## src/rtl/backplane_defines.svh

```systemverilog
// What this block and the bus around it do
// Slave holds request low until acknowledged
// Grant requests only at instruction boundary
// Assert input strobe, then grant out
// Idle slaves pass grant down chain
// Requester blocks grant, replies with vector
// On reply release strobe, grant; vector out
// Software reset drives initialize about 10 us
// Slaves clear state on initialize
// Hold initialize while dc power low
// Source raises dc good 3 ms late
// Dc good releases initialize, await ac good
// Ac good rises 70 ms after dc
// Ac good starts power-up or console
// Ac loss traps through 024/026
// Dc loss asserts initialize
// 64 refresh transactions every 2 ms
// Refresh strobe during address phase
// Memories all enable under refresh strobe
// Row address bits 1-6 step per transaction
// Refresh sequence about 130 us
// No reply in 10 us traps to 4
//
// Purpose: constants for the backplane control block
// Assumes: 10 MHz clock
// Notes:   times in ns, counts derived
`ifndef BACKPLANE_DEFINES_SVH
`define BACKPLANE_DEFINES_SVH
`define CLK_PERIOD_NS     100
`define INIT_PULSE_NS     10000
`define INIT_PULSE_CYC    (`INIT_PULSE_NS / `CLK_PERIOD_NS)
`define REPLY_TIMEOUT_NS  10000
`define REPLY_TIMEOUT_CYC (`REPLY_TIMEOUT_NS / `CLK_PERIOD_NS)
`define REFRESH_PERIOD_NS 2000000
`define REFRESH_PERIOD_CYC (`REFRESH_PERIOD_NS / `CLK_PERIOD_NS)
`define REFRESH_SEQ_NS    130000
`define REFRESH_SEQ_CYC   (`REFRESH_SEQ_NS / `CLK_PERIOD_NS)
`define REFRESH_ROWS      64
`define ROW_LSB           1
`define TRAP_TIMEOUT_VEC  16'h0004
`define TRAP_PWRFAIL_PC   16'h0014
`define TRAP_PWRFAIL_PS   16'h0016
`endif

```

## src/rtl/backplane_pkg.sv

```systemverilog
// Purpose: types for the backplane control block
// Assumes: nothing
// Notes:   events reported to the sequencer core
package backplane_pkg;
	typedef enum logic [1:0] {EV_NONE, EV_VECTOR, EV_TIMEOUT, EV_PWRFAIL} event_e;
	typedef struct packed {
		event_e      kind;
		logic [15:0] addr;
	} event_s;
endpackage

```

## src/rtl/backplane_irq_init_refresh.sv

```systemverilog
// Purpose: interrupt acknowledge, bus init, power sequence, refresh
// Assumes: inputs synchronous to clock; data lines as in/out/oe
// Notes:   vector and trap addresses reported on evt_r
`timescale 1ns/1ps
`include "backplane_defines.svh"
module backplane_irq_init_refresh #(
	parameter int REFRESH_PERIOD_CYC = `REFRESH_PERIOD_CYC,
	parameter int INIT_PULSE_CYC     = `INIT_PULSE_CYC,
	parameter int REPLY_TIMEOUT_CYC  = `REPLY_TIMEOUT_CYC
) (
	input  wire logic                 clock,                 // System clock
	input  wire logic                 rstn,                  // Sync reset
	input  wire logic                 instr_boundary,        // Between instructions
	input  wire logic                 reset_instr,           // Software reset pulse
	input  wire logic                 irq_request_n,         // Interrupt request
	input  wire logic                 slave_reply_n,         // Reply
	input  wire logic [15:0]          muxed_data_addr_in,    // Data lines in
	input  wire logic                 dc_power_good,         // Dc good
	input  wire logic                 ac_power_good,         // Ac good
	input  wire logic                 halt_request_n,        // Halt
	output logic                      data_input_strobe_n,   // Input strobe
	output logic                      irq_grant_out_n,       // Grant out
	output logic                      cycle_sync_n,          // Sync
	output logic                      refresh_strobe_n,      // Refresh strobe
	output logic                      bus_initialize_n,      // Initialize
	output logic [15:0]               muxed_data_addr_out,   // Data lines out
	output logic                      muxed_data_addr_oe,    // Drive data lines
	output logic                      run_r,                 // Processor running
	output logic                      console_r,             // Console mode
	output backplane_pkg::event_s     evt_r                  // One-cycle event
);
	// ****************************************
	// Bus sequencer
	// ****************************************
	typedef enum logic [2:0] {S_IDLE, S_IAK_DIN, S_IAK_GRANT, S_REF_ADDR, S_REF_DIN, S_REF_END} bus_state_e;
	bus_state_e  st_r;
	logic [15:0] tmo_r;
	logic [5:0]  row_r;
	logic [6:0]  ref_left_r;
	logic [21:0] ref_tmr_r;
	logic        ref_due_r;
	logic        powered_r;
	logic        ac_prev_r;
	logic [15:0] din_wait_r;

	always_ff @(posedge clock) begin
		if (!rstn) begin
			st_r                <= S_IDLE;
			data_input_strobe_n <= 1'b1;
			irq_grant_out_n     <= 1'b1;
			cycle_sync_n        <= 1'b1;
			refresh_strobe_n    <= 1'b1;
			muxed_data_addr_out <= 16'h0000;
			muxed_data_addr_oe  <= 1'b0;
			tmo_r               <= 16'h0000;
			row_r               <= 6'h00;
			ref_left_r          <= 7'h00;
			evt_r               <= '{backplane_pkg::EV_NONE, 16'h0000};
		end else begin
			evt_r <= '{backplane_pkg::EV_NONE, 16'h0000};
			case (st_r)
				S_IDLE: begin
					tmo_r <= 16'h0000;
					if (ref_due_r && powered_r) begin
						ref_left_r          <= 7'(`REFRESH_ROWS);
						st_r                <= S_REF_ADDR;
					end else if (run_r && instr_boundary && !irq_request_n) begin
						data_input_strobe_n <= 1'b0;
						st_r                <= S_IAK_DIN;
					end
				end
				S_IAK_DIN: begin
					irq_grant_out_n <= 1'b0;
					st_r            <= S_IAK_GRANT;
				end
				S_IAK_GRANT: begin
					tmo_r <= tmo_r + 16'h0001;
					if (!slave_reply_n) begin
						data_input_strobe_n <= 1'b1;
						irq_grant_out_n     <= 1'b1;
						evt_r               <= '{backplane_pkg::EV_VECTOR, muxed_data_addr_in};
						st_r                <= S_IDLE;
					end else if (tmo_r >= 16'(REPLY_TIMEOUT_CYC - 1)) begin
						data_input_strobe_n <= 1'b1;
						irq_grant_out_n     <= 1'b1;
						evt_r               <= '{backplane_pkg::EV_TIMEOUT, `TRAP_TIMEOUT_VEC};
						st_r                <= S_IDLE;
					end
				end
				S_REF_ADDR: begin
					refresh_strobe_n    <= 1'b0;
					cycle_sync_n        <= 1'b0;
					muxed_data_addr_oe  <= 1'b1;
					muxed_data_addr_out <= {9'h000, row_r, 1'b0};
					tmo_r               <= 16'h0000;
					st_r                <= S_REF_DIN;
				end
				S_REF_DIN: begin
					refresh_strobe_n    <= 1'b1;
					muxed_data_addr_oe  <= 1'b0;
					data_input_strobe_n <= 1'b0;
					tmo_r               <= tmo_r + 16'h0001;
					if (!data_input_strobe_n && !slave_reply_n) begin
						data_input_strobe_n <= 1'b1;
						cycle_sync_n        <= 1'b1;
						st_r                <= S_REF_END;
					end else if (tmo_r >= 16'(REPLY_TIMEOUT_CYC - 1)) begin
						data_input_strobe_n <= 1'b1;
						cycle_sync_n        <= 1'b1;
						evt_r               <= '{backplane_pkg::EV_TIMEOUT, `TRAP_TIMEOUT_VEC};
						st_r                <= S_IDLE;
					end
				end
				S_REF_END: begin
					row_r      <= row_r + 6'h01;
					ref_left_r <= ref_left_r - 7'h01;
					st_r       <= (ref_left_r == 7'h01) ? S_IDLE : S_REF_ADDR;
				end
				default: st_r <= S_IDLE;
			endcase
			// Power-fail trap outranks any other event of the same cycle
			if (dc_power_good && run_r && !ac_power_good && ac_prev_r)
				evt_r <= '{backplane_pkg::EV_PWRFAIL, `TRAP_PWRFAIL_PC};
		end
	end

	// ****************************************
	// Refresh interval timer
	// ****************************************
	always_ff @(posedge clock) begin
		if (!rstn) begin
			ref_tmr_r <= 22'h000000;
			ref_due_r <= 1'b0;
		end else begin
			if (ref_tmr_r >= 22'(REFRESH_PERIOD_CYC - `REFRESH_SEQ_CYC - 1)) begin
				ref_tmr_r <= 22'h000000;
				ref_due_r <= 1'b1;
			end else begin
				ref_tmr_r <= ref_tmr_r + 22'h000001;
				if (st_r == S_REF_ADDR)
					ref_due_r <= 1'b0;
			end
		end
	end

	// ****************************************
	// Power sequence and initialize
	// ****************************************
	logic [15:0] init_cnt_r;

	always_ff @(posedge clock) begin
		if (!rstn) begin
			bus_initialize_n <= 1'b0;
			init_cnt_r       <= 16'h0000;
			powered_r        <= 1'b0;
			run_r            <= 1'b0;
			console_r        <= 1'b0;
			ac_prev_r        <= 1'b0;
		end else begin
			ac_prev_r <= ac_power_good;
			if (!dc_power_good) begin
				bus_initialize_n <= 1'b0;
				powered_r        <= 1'b0;
				run_r            <= 1'b0;
				console_r        <= 1'b0;
				init_cnt_r       <= 16'h0000;
			end else if (!powered_r) begin
				bus_initialize_n <= 1'b1;
				powered_r        <= 1'b1;
			end else if (init_cnt_r != 16'h0000) begin
				init_cnt_r <= init_cnt_r - 16'h0001;
				if (init_cnt_r == 16'h0001)
					bus_initialize_n <= 1'b1;
			end else if (reset_instr && run_r) begin
				bus_initialize_n <= 1'b0;
				init_cnt_r       <= 16'(INIT_PULSE_CYC);
			end
			if (dc_power_good && powered_r && ac_power_good && !ac_prev_r) begin
				run_r     <= halt_request_n;
				console_r <= !halt_request_n;
			end else if (dc_power_good && !ac_power_good && ac_prev_r) begin
				run_r <= 1'b0;
			end
		end
	end

	// ****************************************
	// Checks
	// ****************************************
	a_grant_after_strobe: assert property (@(posedge clock) disable iff (!rstn)
		$fell(irq_grant_out_n) |-> !data_input_strobe_n && $past(!data_input_strobe_n))
		else $error("grant without prior strobe");
	a_grant_at_boundary: assert property (@(posedge clock) disable iff (!rstn)
		$fell(data_input_strobe_n) && st_r == S_IAK_DIN |-> $past(instr_boundary))
		else $error("grant off boundary");
	a_release_on_reply: assert property (@(posedge clock) disable iff (!rstn)
		st_r == S_IAK_GRANT && !slave_reply_n |=> irq_grant_out_n && data_input_strobe_n
		&& evt_r.kind == backplane_pkg::EV_VECTOR)
		else $error("not released on reply");
	a_init_pulse_len: assert property (@(posedge clock) disable iff (!rstn)
		$rose(init_cnt_r != 16'h0000) && dc_power_good |-> !bus_initialize_n [*8])
		else $error("init pulse short");
	a_init_dc_low: assert property (@(posedge clock) disable iff (!rstn)
		!dc_power_good |=> !bus_initialize_n)
		else $error("init not held with dc low");
	a_init_release: assert property (@(posedge clock) disable iff (!rstn)
		dc_power_good && !powered_r |=> bus_initialize_n)
		else $error("init not released");
	a_power_up: assert property (@(posedge clock) disable iff (!rstn)
		dc_power_good && powered_r && ac_power_good && !ac_prev_r |=> run_r == $past(halt_request_n))
		else $error("power-up mode wrong");
	a_power_fail: assert property (@(posedge clock) disable iff (!rstn)
		dc_power_good && !ac_power_good && ac_prev_r |=> !run_r)
		else $error("no stop on ac loss");
	a_pwrfail_trap: assert property (@(posedge clock) disable iff (!rstn)
		dc_power_good && run_r && !ac_power_good && ac_prev_r
		|=> evt_r.kind == backplane_pkg::EV_PWRFAIL && evt_r.addr == `TRAP_PWRFAIL_PC)
		else $error("no power-fail trap");
	a_refresh_row: assert property (@(posedge clock) disable iff (!rstn)
		st_r == S_REF_END |=> row_r == $past(row_r) + 6'h01)
		else $error("row not stepped");
	a_refresh_addr: assert property (@(posedge clock) disable iff (!rstn)
		!refresh_strobe_n |-> !cycle_sync_n && muxed_data_addr_oe && data_input_strobe_n)
		else $error("refresh strobe outside address");
	// Cycles the input strobe has waited for a reply
	always_ff @(posedge clock) begin
		if (!rstn || data_input_strobe_n || !slave_reply_n)
			din_wait_r <= 16'h0000;
		else
			din_wait_r <= din_wait_r + 16'h0001;
	end
	a_reply_timeout: assert property (@(posedge clock) disable iff (!rstn)
		din_wait_r <= 16'(REPLY_TIMEOUT_CYC + 1)
		&& (evt_r.kind != backplane_pkg::EV_TIMEOUT || evt_r.addr == `TRAP_TIMEOUT_VEC))
		else $error("strobe left without timeout trap");
	c_vector: cover property (@(posedge clock) disable iff (!rstn) evt_r.kind == backplane_pkg::EV_VECTOR);
	c_timeout: cover property (@(posedge clock) disable iff (!rstn) evt_r.kind == backplane_pkg::EV_TIMEOUT);
	c_refresh: cover property (@(posedge clock) disable iff (!rstn) st_r == S_REF_END && ref_left_r == 7'h01);
	c_console: cover property (@(posedge clock) disable iff (!rstn) $rose(console_r));
	c_pwrfail: cover property (@(posedge clock) disable iff (!rstn) evt_r.kind == backplane_pkg::EV_PWRFAIL);
endmodule

```

## config.mk

```make
export PLATFORM = sky130hd
export DESIGN_NAME = backplane_irq_init_refresh
export DESIGN_NICKNAME = d
export VERILOG_FILES = /design/src/rtl/backplane_pkg.sv /design/src/rtl/backplane_irq_init_refresh.sv
export VERILOG_INCLUDE_DIRS = /design/src /design/src/rtl
export SDC_FILE = /design/constraint.sdc
export NUM_CORES = 1
export LEC_CHECK = 0
export BUFFER_PORTS_ARGS = -buffer_cell sky130_fd_sc_hd__buf_2
export CAP_MARGIN = 20
export CORE_UTILIZATION = 61
export DETAILED_ROUTE_END_ITERATION = 12
export PLACE_DENSITY = 0.85
export SYNTH_ARGS = -nofsm -noshare
export SYNTH_HDL_FRONTEND = slang
export SYNTH_SLANG_ARGS = --single-unit
```

## constraint.sdc

```tcl
create_clock -name clock -period 3.2 [get_ports clock]
set_input_delay 0.16 -clock clock [delete_from_list [all_inputs] [get_ports clock]]
set_output_delay 0.16 -clock clock [all_outputs]
set_load 0.02 [all_outputs]
```

==> qor_table.md, run 1 <==
| Item | Value |
| --- | --- |
| Share of the cycle needed by the critical path after routing | 68.28% |
| Violations in the final reports | hold timing |
| Setup CP Type | flip-flop to flip-flop |
| Time the worst path needs with I/O delays and setup | 2.185 ns |
| Share of synthesized flip-flops with an asynchronous set or reset | 0% |
| Final antenna-violating net count | 0 |
| Crit Path Max Fanout | 10 |
| RSZ-0062 raised after global routing | no |
| # port buffers | 56 |
| Synth area leader | dfxtp_1 |
| Crit path launch type | flip-flop |
| Floorplan die width | 87.23 um |
| Antenna violations before repair | 0 |
| Number of synthesized flops with an enable pin | 0 |
| Number of instances in the synthesized netlist | 506 |
| Clock latency on the worst-skew pair | 0.37 ns |
| Final Net Count | 614 |
| Site row count | 30 |
| Data required time at the worst endpoint | 3.44 ns |
| Fraction of post-synthesis cell area in the top cell type by area | 47.44% |
| Setup tns final | 0 ns |
| Layout Skew | 0.01555 ns |
| Total wirelength of the detailed-routed design | 9.203 mm |
| Overall fraction of global-route tracks in use | 25.74% |
| Avg WL per Cell | 13.49 um |
| Starting density of the core | 64.15% |
| Top area cells in the synthesized netlist | dfxtp_1 (47%), nor2_1 (5.6%), xor2_1 (4.5%) |
| Deepest level of the CTS H-tree | 3 |
| Clock input transition at the sequential cells of the worst setup and hold paths | 0.11 ns |
| Data arrival time of the worst path | 2.43 ns |
| Number of clock buffers inserted by TritonCTS | 9 |
| Maximum Capacitance Violations | 0 |
| Vias per Instance | 5.452 |
| Leak Pwr | 2.039 nW |
| Die outline area | 7608 sq um |
| Reg-to-reg slack, setup | 1.02 ns |
| Pin count of the biggest net entering global routing | 30 |
| # DRC | 0 |
| Portion of the post-synthesis area used by sequential elements | 47.44% |
| Critical Path Sink Type | flip-flop |
| Pwr per Cell Area | 469.7 nW/um^2 |
| Initial drt markers | 180 |
| Cells on worst reg2reg path | 5 |
| Final GP Congestion | 0.8650 |
| Number of gates resized after cts | 0 |
| Antenna diodes | 0 |
| Post-synth cell types | 52 |
| Cells on Worst Hold Path | 2 |
| Sum of net half-perimeters after detailed placement | 6.328 mm |
| TritonCTS clock tree | yes |
| Boundary pin count | 67 |
| Clock buffer depth | 2 |
| Number of synthesized register bits | 105 |
| Fraction of layout cells with a size suffix above 1 | 14.33% |
| Number of global-route vias before repair | 3534 |
| First-pass GRT wire length | 15.43 mm |
| Worst hold margin | -0.003825 ns |
| Least-Margin Pin Slew | 0.9031 ns |
| Max-slew violation count | 0 |
| Average cell area after synthesis | 8.756 sq um |
| Most used flip-flop cell after synthesis | dfxtp_1 |
| Vias | 3718 |
| Number of clock sinks | 105 |
| Buffer type at the clock tree root | clkbuf_8 |
| FMAX | 0.4577 GHz |
| Grt ovf | 0 |
| Class of the most critical hold timing path | input port to flip-flop |
| Drt pass-1 iters | 6 |
| Summed instance area of the synthesized netlist | 4430 sq um |
| Worst ir drop on vdd | 0.0004092 V |
| Status | finished with violations |
| Area growth syn-to-layout | 15.56% |
| Area of the core region | 6907 sq um |
| Final Hold Fails | 1 |
| Rel. slew slack | 39.73% |
| Die Y-Extent | 87.23 um |
| Total of endpoints with negative setup slack in the final report | 0 |
| YS warnings | 0 |
flip-flops by register name, summed over array words and instances (netlist names), 3 cells and up:
name                 cells
st_r                     3
evt_r                   18
ref_left_r               7
muxed_data_addr_out      6
row_r                    6
tmo_r                   16
ref_tmr_r               22
init_cnt_r              16
worst paths after layout:
kind,start,end
setup / recovery,init_cnt_r[2]$_SDFFE_PN0P_,init_cnt_r[11]$_SDFFE_PN0P_
setup reg to reg,init_cnt_r[2]$_SDFFE_PN0P_,init_cnt_r[11]$_SDFFE_PN0P_
hold reg to reg,muxed_data_addr_oe$_SDFFE_PN0P_,muxed_data_addr_oe$_SDFFE_PN0P_
hold / removal,muxed_data_addr_in[11],evt_r[11]$_SDFF_PP0_
through the flow:
stage / area (sq um) / util (%) / worst slack (ns) / power [mW] / cells
floorplan: 4491 / - / 1.341 / 1.538 / 522
global placement: 4778 / 69.18 / 1.146 / 1.574 / 652
detailed placement: 4778 / 69.18 / 1.030 / 1.583 / 652
CTS: 5120 / 74.13 / 1.013 / 2.411 / 682
global route: 5120 / 74.13 / 0.8302 / 2.500 / 682
finish: 5120 / 74.13 / 1.015 / 2.405 / 682
final cells by class:
cell class / instances / area [sq um]
clock buffers: 9 / 123.9
clock inverters: 7 / 77.57
fillers: 510 / 1787
inverters: 18 / 67.56
multi-input cells: 375 / 2193
flip-flops and latches: 105 / 2102
well taps: 96 / 120.1
repair buffers: 72 / 435.4
logic make-up after synthesis:
| kind of cell | synth area share (%) |
|---|---|
| compound gates | 11.55 |
| xor+xnor | 6.919 |
| fa+ha+maj | 2.259 |
| buf+inv | 4.405 |
| flops | 47.44 |
| mux | 0.9037 |
| other cells | 0.08464 |
| simple gates | 26.43 |
routing by layer:
layer / vias up / wire [um] / track usage, %
met5: - / 0 / 0
met4: 0 / 87 / 10.13
met3: 10 / 434 / 5.118
met2: 97 / 4470 / 44.60
met1: 1734 / 4211 / 31.47
li1: 1877 / - / -
worst max-delay path: stages, from the launching register on:
cell	delay (ns)
dfxtp_1	0.37
or3_4	0.43
nor4_4	0.42
nand3_2	0.30
o21ai_2	0.44
nor2_1	0.10
cell usage after synthesis (3+ instances only):
cell	count
xor2_1	23
nand2_1	39
nor2b_1	4
xnor2_1	12
dfxtp_1	105
and3_1	4
o31ai_1	3
ha_1	8
and4_1	3
clkbuf_1	13
nor4_1	8
nor3_1	9
or2_2	3
a21oi_1	31
a21o_1	3
or4_1	9
mux2i_1	4
nand4_1	10
or3_1	10
nor2_1	66
a211oi_1	4
buf_4	10
inv_1	18
and2_1	20
nand2b_1	3
o21ai_0	20
nand3_1	29
a31oi_1	6
layout by cell type, fill, tap and decap left out, types with 3 or more instances in the layout:
cell	count
nand2b_1	3
o31ai_1	3
or4_1	9
xor2_1	23
inv_1	18
mux2i_1	4
nor4_1	8
buf_2	56
a31oi_1	6
a21o_1	3
nand2_1	39
clkbuf_8	9
or2_2	3
conb_1	17
or3_1	10
and4_1	3
nor2_1	66
ha_1	8
and3_1	4
and2_1	20
nand3_1	29
nand4_1	10
dfxtp_1	105
a211oi_1	4
nor3_1	9
xnor2_1	12
nor2b_1	4
dlygate4sd3_1	14
a21oi_1	31
clkinvlp_4	4
o21ai_0	20
timing repair:
action	CTS	global route
buffers inserted	0	0
hold buffers	14	0
hold endpoints to repair	14	0
report_power, final:
| group | internal (mW) | switching, mW | total, mW | leakage (nW) |
|---|---|---|---|---|
| combinational | 0.0845 | 0.136 | 0.220 | 1.10 |
| clock | 0.367 | 0.468 | 0.835 | 0.0885 |
| sequential | 1.33 | 0.0229 | 1.35 | 0.850 |
| total | 1.78 | 0.626 | 2.40 | 2.04 |
(Power assumes the default switching activity.)
==> run 2: changes to the inputs <==
--- a/config.mk
+++ b/config.mk
@@ -6,11 +6,12 @@
 export SDC_FILE = /design/constraint.sdc
 export NUM_CORES = 1
 export LEC_CHECK = 0
+export ABC_AREA = 1
 export BUFFER_PORTS_ARGS = -buffer_cell sky130_fd_sc_hd__buf_2
 export CAP_MARGIN = 20
-export CORE_UTILIZATION = 61
+export CORE_UTILIZATION = 52
 export DETAILED_ROUTE_END_ITERATION = 12
-export PLACE_DENSITY = 0.85
+export PLACE_DENSITY = 0.76
 export SYNTH_ARGS = -nofsm -noshare
 export SYNTH_HDL_FRONTEND = slang
 export SYNTH_SLANG_ARGS = --single-unit
==> constraint.sdc (replaced) <==
create_clock -name clock -period 1.8 [get_ports clock]
set_input_delay 0.09 -clock clock [delete_from_list [all_inputs] [get_ports clock]]
set_output_delay 0.09 -clock clock [all_outputs]
set_load 0.02 [all_outputs]
==> run 2 against run 1 <==
  * The run now ends clean
  * Synthesized cell count is 38% higher
  * Clock power is 82% higher
  * Sequential cell count unchanged
  * Critical path depth is 4 higher
  * Non-clock buffer count grew 3
==> qor_table.md, run 2 <==
| Item | Value |
| --- | --- |
| Commonest non-fill, non-tap cells in the layout | nand2_1 (141), nor2_1 (117), dfxtp_1 (105), inv_1 (79), buf_2 (56) |
| Rel. slew slack | 55.21% |
| Pwr per Cell Area | 830.4 nW/um^2 |
| Setup tns final | 0 ns |
| Number of synthesized flops with an enable pin | 0 |
| First-pass GRT wire length | 18.81 mm |
| Share of synthesized flip-flops with an asynchronous set or reset | 0% |
| Number of clock buffers inserted by TritonCTS | 9 |
| Worst ir drop on vdd | 0.0007221 V |
| Critical Path Sink Type | flip-flop |
| Pin count of the biggest net entering global routing | 21 |
| Cells on worst reg2reg path | 9 |
| Area of the core region | 9240 sq um |
| Least-Margin Pin Slew | 0.6712 ns |
| Area growth syn-to-layout | 15.16% |
| YS warnings | 0 |
| Data arrival time of the worst path | 1.85 ns |
| Leak Pwr | 2.462 nW |
| Vias per Instance | 5.015 |
| Reg2Reg Capture Point | ref_tmr_r[14]$_SDFF_PP0_ |
| Number of instances in the synthesized netlist | 696 |
| Cell Count Post-Placement | 879 |
| # DRC | 0 |
| Most instantiated cells after synthesis | nand2_1 (141), nor2_1 (118), dfxtp_1 (105) |
| Max-slew violation count | 0 |
| Overall fraction of global-route tracks in use | 23.52% |
| Number of global-route vias before repair | 4260 |
| Final Hold Fails | 0 |
| TritonCTS clock tree | yes |
| Class of the most critical hold timing path | input port to flip-flop |
| Grt ovf | 0 |
| Status | completed |
| Total wirelength of the detailed-routed design | 11.05 mm |
| Clock buffer depth | 2 |
| Antenna violations before repair | 0 |
| Crit Path Max Fanout | 3 |
| Series of cell instances along the critical path | ha_1 -> inv_1 -> nor2_2 -> nand2_1 -> nor2_2 -> nand2_1 -> nor2_1 -> xor2_1 -> nor2_1 |
| Fin cells | 911 |
| Clock latency on the worst-skew pair | 0.38 ns |
| Cells on Worst Hold Path | 3 |
| Portion of the post-synthesis area used by sequential elements | 42.37% |
| Avg WL per Cell | 12.13 um |
| Boundary pin count | 67 |
| Origin of the critical flop-to-flop path | ref_tmr_r[0]$_SDFF_PP0_ |
| Drt pass-1 iters | 5 |
| Final Net Count | 810 |
| Post-CTS setup-driven buffer insertion count | 0 |
| Post-synth cell types | 38 |
| FMAX | 0.6293 GHz |
| Fraction of layout cells with a size suffix above 1 | 14.32% |
| Maximum Capacitance Violations | 0 |
| Top register by number of flip-flops | ref_tmr_r |
| Layout Skew | 0.005610 ns |
| Top area cells in the synthesized netlist | dfxtp_1 (42%), nand2_1 (11%), nor2_1 (8.9%) |
| Floorplan die width | 99.68 um |
| Cell area after placement | 5346 sq um |
| Site row count | 35 |
| Most common cell after layout, fill and taps aside | nand2_1 |
| Launch instance of the worst min-delay path | dc_power_good |
| Overall Power | 4.744 mW |
| Total of endpoints with negative setup slack in the final report | 0 |
| Starting density of the core | 53.69% |
| Crit path launch type | flip-flop |
| Number of synthesized register bits | 105 |
| Filler Cell Count | 845 |
| Die Y-Extent | 99.68 um |
| Sum of net half-perimeters after detailed placement | 7.738 mm |
| Initial drt markers | 149 |
| Deepest level of the CTS H-tree | 3 |
| Buffer type at the clock tree root | clkbuf_8 |
| Most used flip-flop cell after synthesis | dfxtp_1 |
| Summed instance area of the synthesized netlist | 4961 sq um |
| Share of the cycle needed by the critical path after routing | 88.29% |
| Synth area leader | dfxtp_1 |
| Average cell area after synthesis | 7.128 sq um |
| Final GP Congestion | 0.8686 |
| Most repeated cell in the gate-level netlist after synthesis | nand2_1 |
| Clock input transition at the sequential cells of the worst setup and hold paths | 0.10 ns |
| Setup CP Type | flip-flop to flip-flop |
| Fraction of post-synthesis cell area in the top cell type by area | 42.37% |
| # port buffers | 56 |
| Number of clock sinks | 105 |
| Antenna diodes | 0 |
| Reg-to-reg slack, setup | 0.21 ns |
| Cell with the largest stage delay on the worst path | dfxtp_1 |
| Largest regs | ref_tmr_r x22, evt_r x18 |
| Data required time at the worst endpoint | 2.07 ns |
| Vias | 4569 |
| RSZ-0062 raised after global routing | no |
| Delay of the slowest cell on the worst path | 0.36 ns |
| Layout Cell Area excl Fill | 5713 sq um |
| Time the worst path needs with I/O delays and setup | 1.589 ns |
| Worst-case hold path end point | console_r$_SDFFE_PN0P_ |
| Die outline area | 9935 sq um |
| Final antenna-violating net count | 0 |
| Flip-flop count of the largest register, all copies and words added | 22 |
run 2: changes by cell type after synthesis, moves of 8 or more:
cell	previous run	this run
nand2_1	39	141
inv_1	18	79
nor2_1	66	118
and2_1	20	0
a21oi_1	31	49
nand3_1	29	46
xor2_1	23	10
or3_1	10	0
nor2_2	0	9
or4_1	9	0
clkbuf_1	13	5
nor3_1	9	17
run 2: stage by stage:
stage	hold slack [ns]	worst slack [ns]	util, %
after floorplan	0.1835	0.3782	-
after global placement	0.3052	0.2793	57.86
final	0.02234	0.2108	61.83
after detailed placement	0.3115	0.1918	57.86
after CTS	0.004936	0.1718	61.80
after global routing	0.02229	0.002996	61.83
run 2: routing by layer:
metal | routed length, um | part of all wire [%] | global-route usage (%)
met5 | 0 | 0 | 0
met4 | 327 | 3.0 | 11.20
met3 | 491 | 4.4 | 4.568
met2 | 5341 | 48 | 40.16
met1 | 4885 | 44 | 28.41
run 2: what timing repair did:
item                       4_1_cts  5_1_grt
gates resized for setup          0        1
hold endpoints to repair        17        0
hold buffers                    16        0
setup endpoints to repair        0        1
run 2: cell type report:
class	instances	area, sq um	share of cell area [%]
Multi-Input combinational cell	504	2475	43.32
Sequential cell	105	2102	36.79
Timing Repair Buffer	75	462.9	8.103
Inverter	82	307.8	5.388
Tap cell	129	161.4	2.825
Clock buffer	10	127.6	2.234
Clock inverter	6	76.32	1.336
run 2: worst max path at each step:
| stage | from | to | cells after the start |
|---|---|---|---|
| floorplan | ref_tmr_r[0]$_SDFF_PP0_ | ref_tmr_r[14]$_SDFF_PP0_ | 9 |
| global placement | st_r[0]$_SDFFE_PN0P_ | ref_left_r[1]$_SDFFE_PN0P_ | 8 |
| detailed placement | ref_tmr_r[0]$_SDFF_PP0_ | ref_tmr_r[14]$_SDFF_PP0_ | 9 |
| CTS | ref_tmr_r[0]$_SDFF_PP0_ | ref_tmr_r[14]$_SDFF_PP0_ | 9 |
| global route | ref_tmr_r[0]$_SDFF_PP0_ | ref_tmr_r[14]$_SDFF_PP0_ | 9 |
| finish | ref_tmr_r[0]$_SDFF_PP0_ | ref_tmr_r[14]$_SDFF_PP0_ | 9 |
run 2: critical path, delay by kind of cell (launching register included):
| kind | cells | cell delay (ns) |
|---|---|---|
| and+or+nand+nor | 6 | 0.66 |
| adders and majority gates | 1 | 0.21 |
| DFF | 1 | 0.36 |
| buffers and inverters | 1 | 0.07 |
| xor gates and xnor gates | 1 | 0.18 |
run 2: cells by family after synthesis:
kind of cell,after synthesis,share of synthesized area (%)
AO/OA/AOI/OAI,86,9.155
XOR/XNOR,15,2.648
adder cells (fa/ha/maj),8,2.018
buffers and inverters,103,9.004
flip-flops,105,42.37
other,1,0.07559
AND/OR/NAND/NOR,378,34.73
run 2: where the power goes:
part	switching, mW	internal (mW)	leakage, nW
Combinational	0.516	0.261	1.51
Sequential	0.0595	2.39	0.851
Clock	0.852	0.665	0.0965
Total	1.43	3.32	2.46
==> run 3: changes to the inputs <==
--- a/config.mk
+++ b/config.mk
@@ -6,12 +6,13 @@
 export SDC_FILE = /design/constraint.sdc
 export NUM_CORES = 1
 export LEC_CHECK = 0
-export ABC_AREA = 1
 export BUFFER_PORTS_ARGS = -buffer_cell sky130_fd_sc_hd__buf_2
-export CAP_MARGIN = 20
-export CORE_UTILIZATION = 52
+export CAP_MARGIN = 10
+export CELL_PAD_IN_SITES_DETAIL_PLACEMENT = 0
+export CELL_PAD_IN_SITES_GLOBAL_PLACEMENT = 1
+export CORE_UTILIZATION = 38
 export DETAILED_ROUTE_END_ITERATION = 12
-export PLACE_DENSITY = 0.76
+export PLACE_DENSITY_LB_ADDON = 0.1
 export SYNTH_ARGS = -nofsm -noshare
 export SYNTH_HDL_FRONTEND = slang
 export SYNTH_SLANG_ARGS = --single-unit
==> run 3 against run 2 <==
  * The run now ends with setup timing left
  * Critical endpoint is now init_cnt_r[14]$_SDFFE_PN0P_
  * Clock skew grew 0.0051 ns
  * Wire length is 8.3% lower
  * Largest power group unchanged
  * Clock-buffer cell count unchanged
  * Register-to-register slack lost 0.24 ns
  * Maximum frequency is 13% lower
  * Critical path depth is 3 lower
  * First-iteration DRC count shrank 9.4%
  * Non-clock buffer count increased by 37
  * Combinational power decreased by 27%
  * Final area fell by 0.15%
  * Setup slack got worse by 0.24 ns
==> qor_table.md, run 3 (synthesis gave the netlist of run 1 again) <==
| Item | Value |
| --- | --- |
| Data arrival time of the worst path | 2.12 ns |
| Met1 wire length | 4.846 mm |
| Area growth syn-to-layout | 28.75% |
| Antenna violations before repair | 0 |
| Total of endpoints with negative setup slack in the final report | 1 |
| Top register by number of flip-flops | ref_tmr_r |
| Crit Path Max Fanout | 4 |
| Die outline area | 12090 sq um |
| Final antenna-violating net count | 0 |
| Max-slew violation count | 0 |
| Clock buffer depth | 2 |
| Layout Cell Area excl Fill | 5704 sq um |
| Status | finished with violations |
| Boundary pin count | 67 |
| Site row count | 39 |
| Commonest non-fill, non-tap cells in the layout | dfxtp_1 (99), nor2_1 (66), buf_2 (56), nand2_1 (38), buf_4 (35) |
| Met3 routed wirelength | 517 um |
| Avg WL per Cell | 13.17 um |
| Overall fraction of global-route tracks in use | 18.12% |
| Internal power contribution | 3.613 mW |
| DR top layer | met4 |
| First-pass GRT wire length | 16.96 mm |
| # DRC | 0 |
| Delay of the slowest cell on the worst path | 0.43 ns |
| Grt ovf | 0 |
| Drt pass-1 iters | 4 |
| Cells on worst reg2reg path | 6 |
| Post-layout worst setup margin | -0.03146 ns |
| Clock latency on the worst-skew pair | 0.35 ns |
| Overall Power | 4.864 mW |
| Initial drt markers | 135 |
| Most common cell after layout, fill and taps aside | dfxtp_1 |
| Cell area after placement | 5102 sq um |
| Deepest level of the CTS H-tree | 3 |
| Cell with the largest stage delay on the worst path | or4_4 |
| Share of the cycle needed by the critical path after routing | 101.7% |
| RSZ-0062 raised after global routing | yes |
| Die Y-Extent | 110.0 um |
| Leak Pwr | 2.310 nW |
| Critical Path Sink Type | flip-flop |
| Pin count of the biggest net entering global routing | 20 |
| Buffer type at the clock tree root | clkbuf_16 |
| Final GP Congestion | 0.7614 |
| Number of clock sinks | 105 |
| Met2 wirelength from detailed routing | 4.676 mm |
| Vias | 3815 |
| Time the worst path needs with I/O delays and setup | 1.831 ns |
| Sum of net half-perimeters after detailed placement | 7.004 mm |
| # port buffers | 56 |
| Cells on Worst Hold Path | 2 |
| Flip-flop count of the largest register, all copies and words added | 22 |
| Violations in the final reports | setup timing |
| Clock input transition at the sequential cells of the worst setup and hold paths | 0.07 ns |
| Vias per Instance | 4.961 |
| Power share of the combinational group | 11.6% |
| Filler Cell Count | 1111 |
| Crit path launch type | flip-flop |
| Layout Skew | 0.01067 ns |
| Final Net Count | 654 |
| Final Hold Fails | 0 |
| Largest regs | ref_tmr_r x22, evt_r x18 |
| Total wirelength of the detailed-routed design | 10.13 mm |
| Number of clock buffers inserted by TritonCTS | 9 |
| Maximum Capacitance Violations | 0 |
| Setup tns final | -0.03146 ns |
| FMAX | 0.5460 GHz |
| Register share of total power | 49.1% |
| Power spent charging and discharging nets | 1.251 mW |
| Antenna diodes | 0 |
| Clock network fraction of design power | 39.3% |
| Number of global-route vias before repair | 3612 |
| Floorplan die width | 110.0 um |
| Fraction of layout cells with a size suffix above 1 | 22.52% |
| Data required time at the worst endpoint | 2.09 ns |
| Area of the core region | 11370 sq um |
| Class of the most critical hold timing path | input port to flip-flop |
| Worst ir drop on vdd | 0.0007290 V |
| Setup CP Type | flip-flop to flip-flop |
| Series of cell instances along the critical path | or3_4 -> nor4_4 -> buf_4 -> nand4_4 -> or4_4 -> a21oi_2 |
| Pwr per Cell Area | 852.7 nW/um^2 |
| Switching part of the total | 25.72% |
| TritonCTS clock tree | yes |
| Starting density of the core | 38.97% |
-- run 3: worst paths after layout --
kind                                            start                                  end  slack, ns
setup / recovery           init_cnt_r[2]$_SDFFE_PN0P_          init_cnt_r[14]$_SDFFE_PN0P_      -0.03
hold reg to reg   muxed_data_addr_out[4]$_SDFFE_PN0P_  muxed_data_addr_out[4]$_SDFFE_PN0P_       0.46
setup reg to reg           init_cnt_r[2]$_SDFFE_PN0P_          init_cnt_r[14]$_SDFFE_PN0P_      -0.03
hold / removal                                   rstn        refresh_strobe_n$_SDFFE_PN1P_       0.03
-- run 3: critical path: cells and delay by family, from the launching register on --
family	cells	cell delay [ns]
and+or+nand+nor	4	1.13
AOI/OAI and AO/OA	1	0.14
buffers and inverters	1	0.19
DFF	1	0.32
-- run 3: area by class of cell --
type,instances,area [sq um],area share [%]
Multi-Input combinational cell,375,2296,40.25
Sequential cell,105,2110,36.98
Timing Repair Buffer,112,765.7,13.42
Clock buffer,10,239.0,4.190
Tap cell,143,178.9,3.137
Inverter,18,67.56,1.184
Clock inverter,6,47.55,0.8335
-- run 3: repair_timing --
item | 4_1_cts | 5_1_grt
setup endpoints to repair | 1 | 48
pin swaps | 6 | 14
hold endpoints to repair | 18 | 0
cloned | 0 | 0
gates resized for setup | 2 | 28
hold buffers | 18 | 0
buffers inserted | 2 | 2
-- run 3: stage by stage --
| step | util [%] | setup WS [ns] | hold WS [ns] | cells |
|---|---|---|---|---|
| finish | 50.17 | -0.03146 | 0.03002 | 769 |
| global route | 50.17 | -0.09547 | 0.04088 | 769 |
| CTS | 49.19 | -0.001208 | 0.02943 | 767 |
| detailed placement | 44.88 | 0.01559 | 0.2911 | 731 |
| global placement | 44.88 | 0.04810 | 0.2889 | 731 |
| floorplan | - | -0.05648 | 0.1856 | 522 |
-- run 3: power by group through the flow --
stage,Sequential (mW),Combinational (mW),Clock (mW)
6_report,2.39,0.565,1.91
5_1_grt,2.39,0.620,2.07
4_1_cts,2.39,0.531,1.99
3_5_place_dp,2.44,0.475,0
3_3_place_gp,2.44,0.472,0
2_1_floorplan,2.44,0.297,0
-- run 3: per-layer routing --
layer | vias up | track usage [%]
met2 | 69 | 29.64
met5 | - | 0
met3 | 5 | 6.584
li1 | 1969 | -
met1 | 1772 | 22.44
met4 | 0 | 4.762
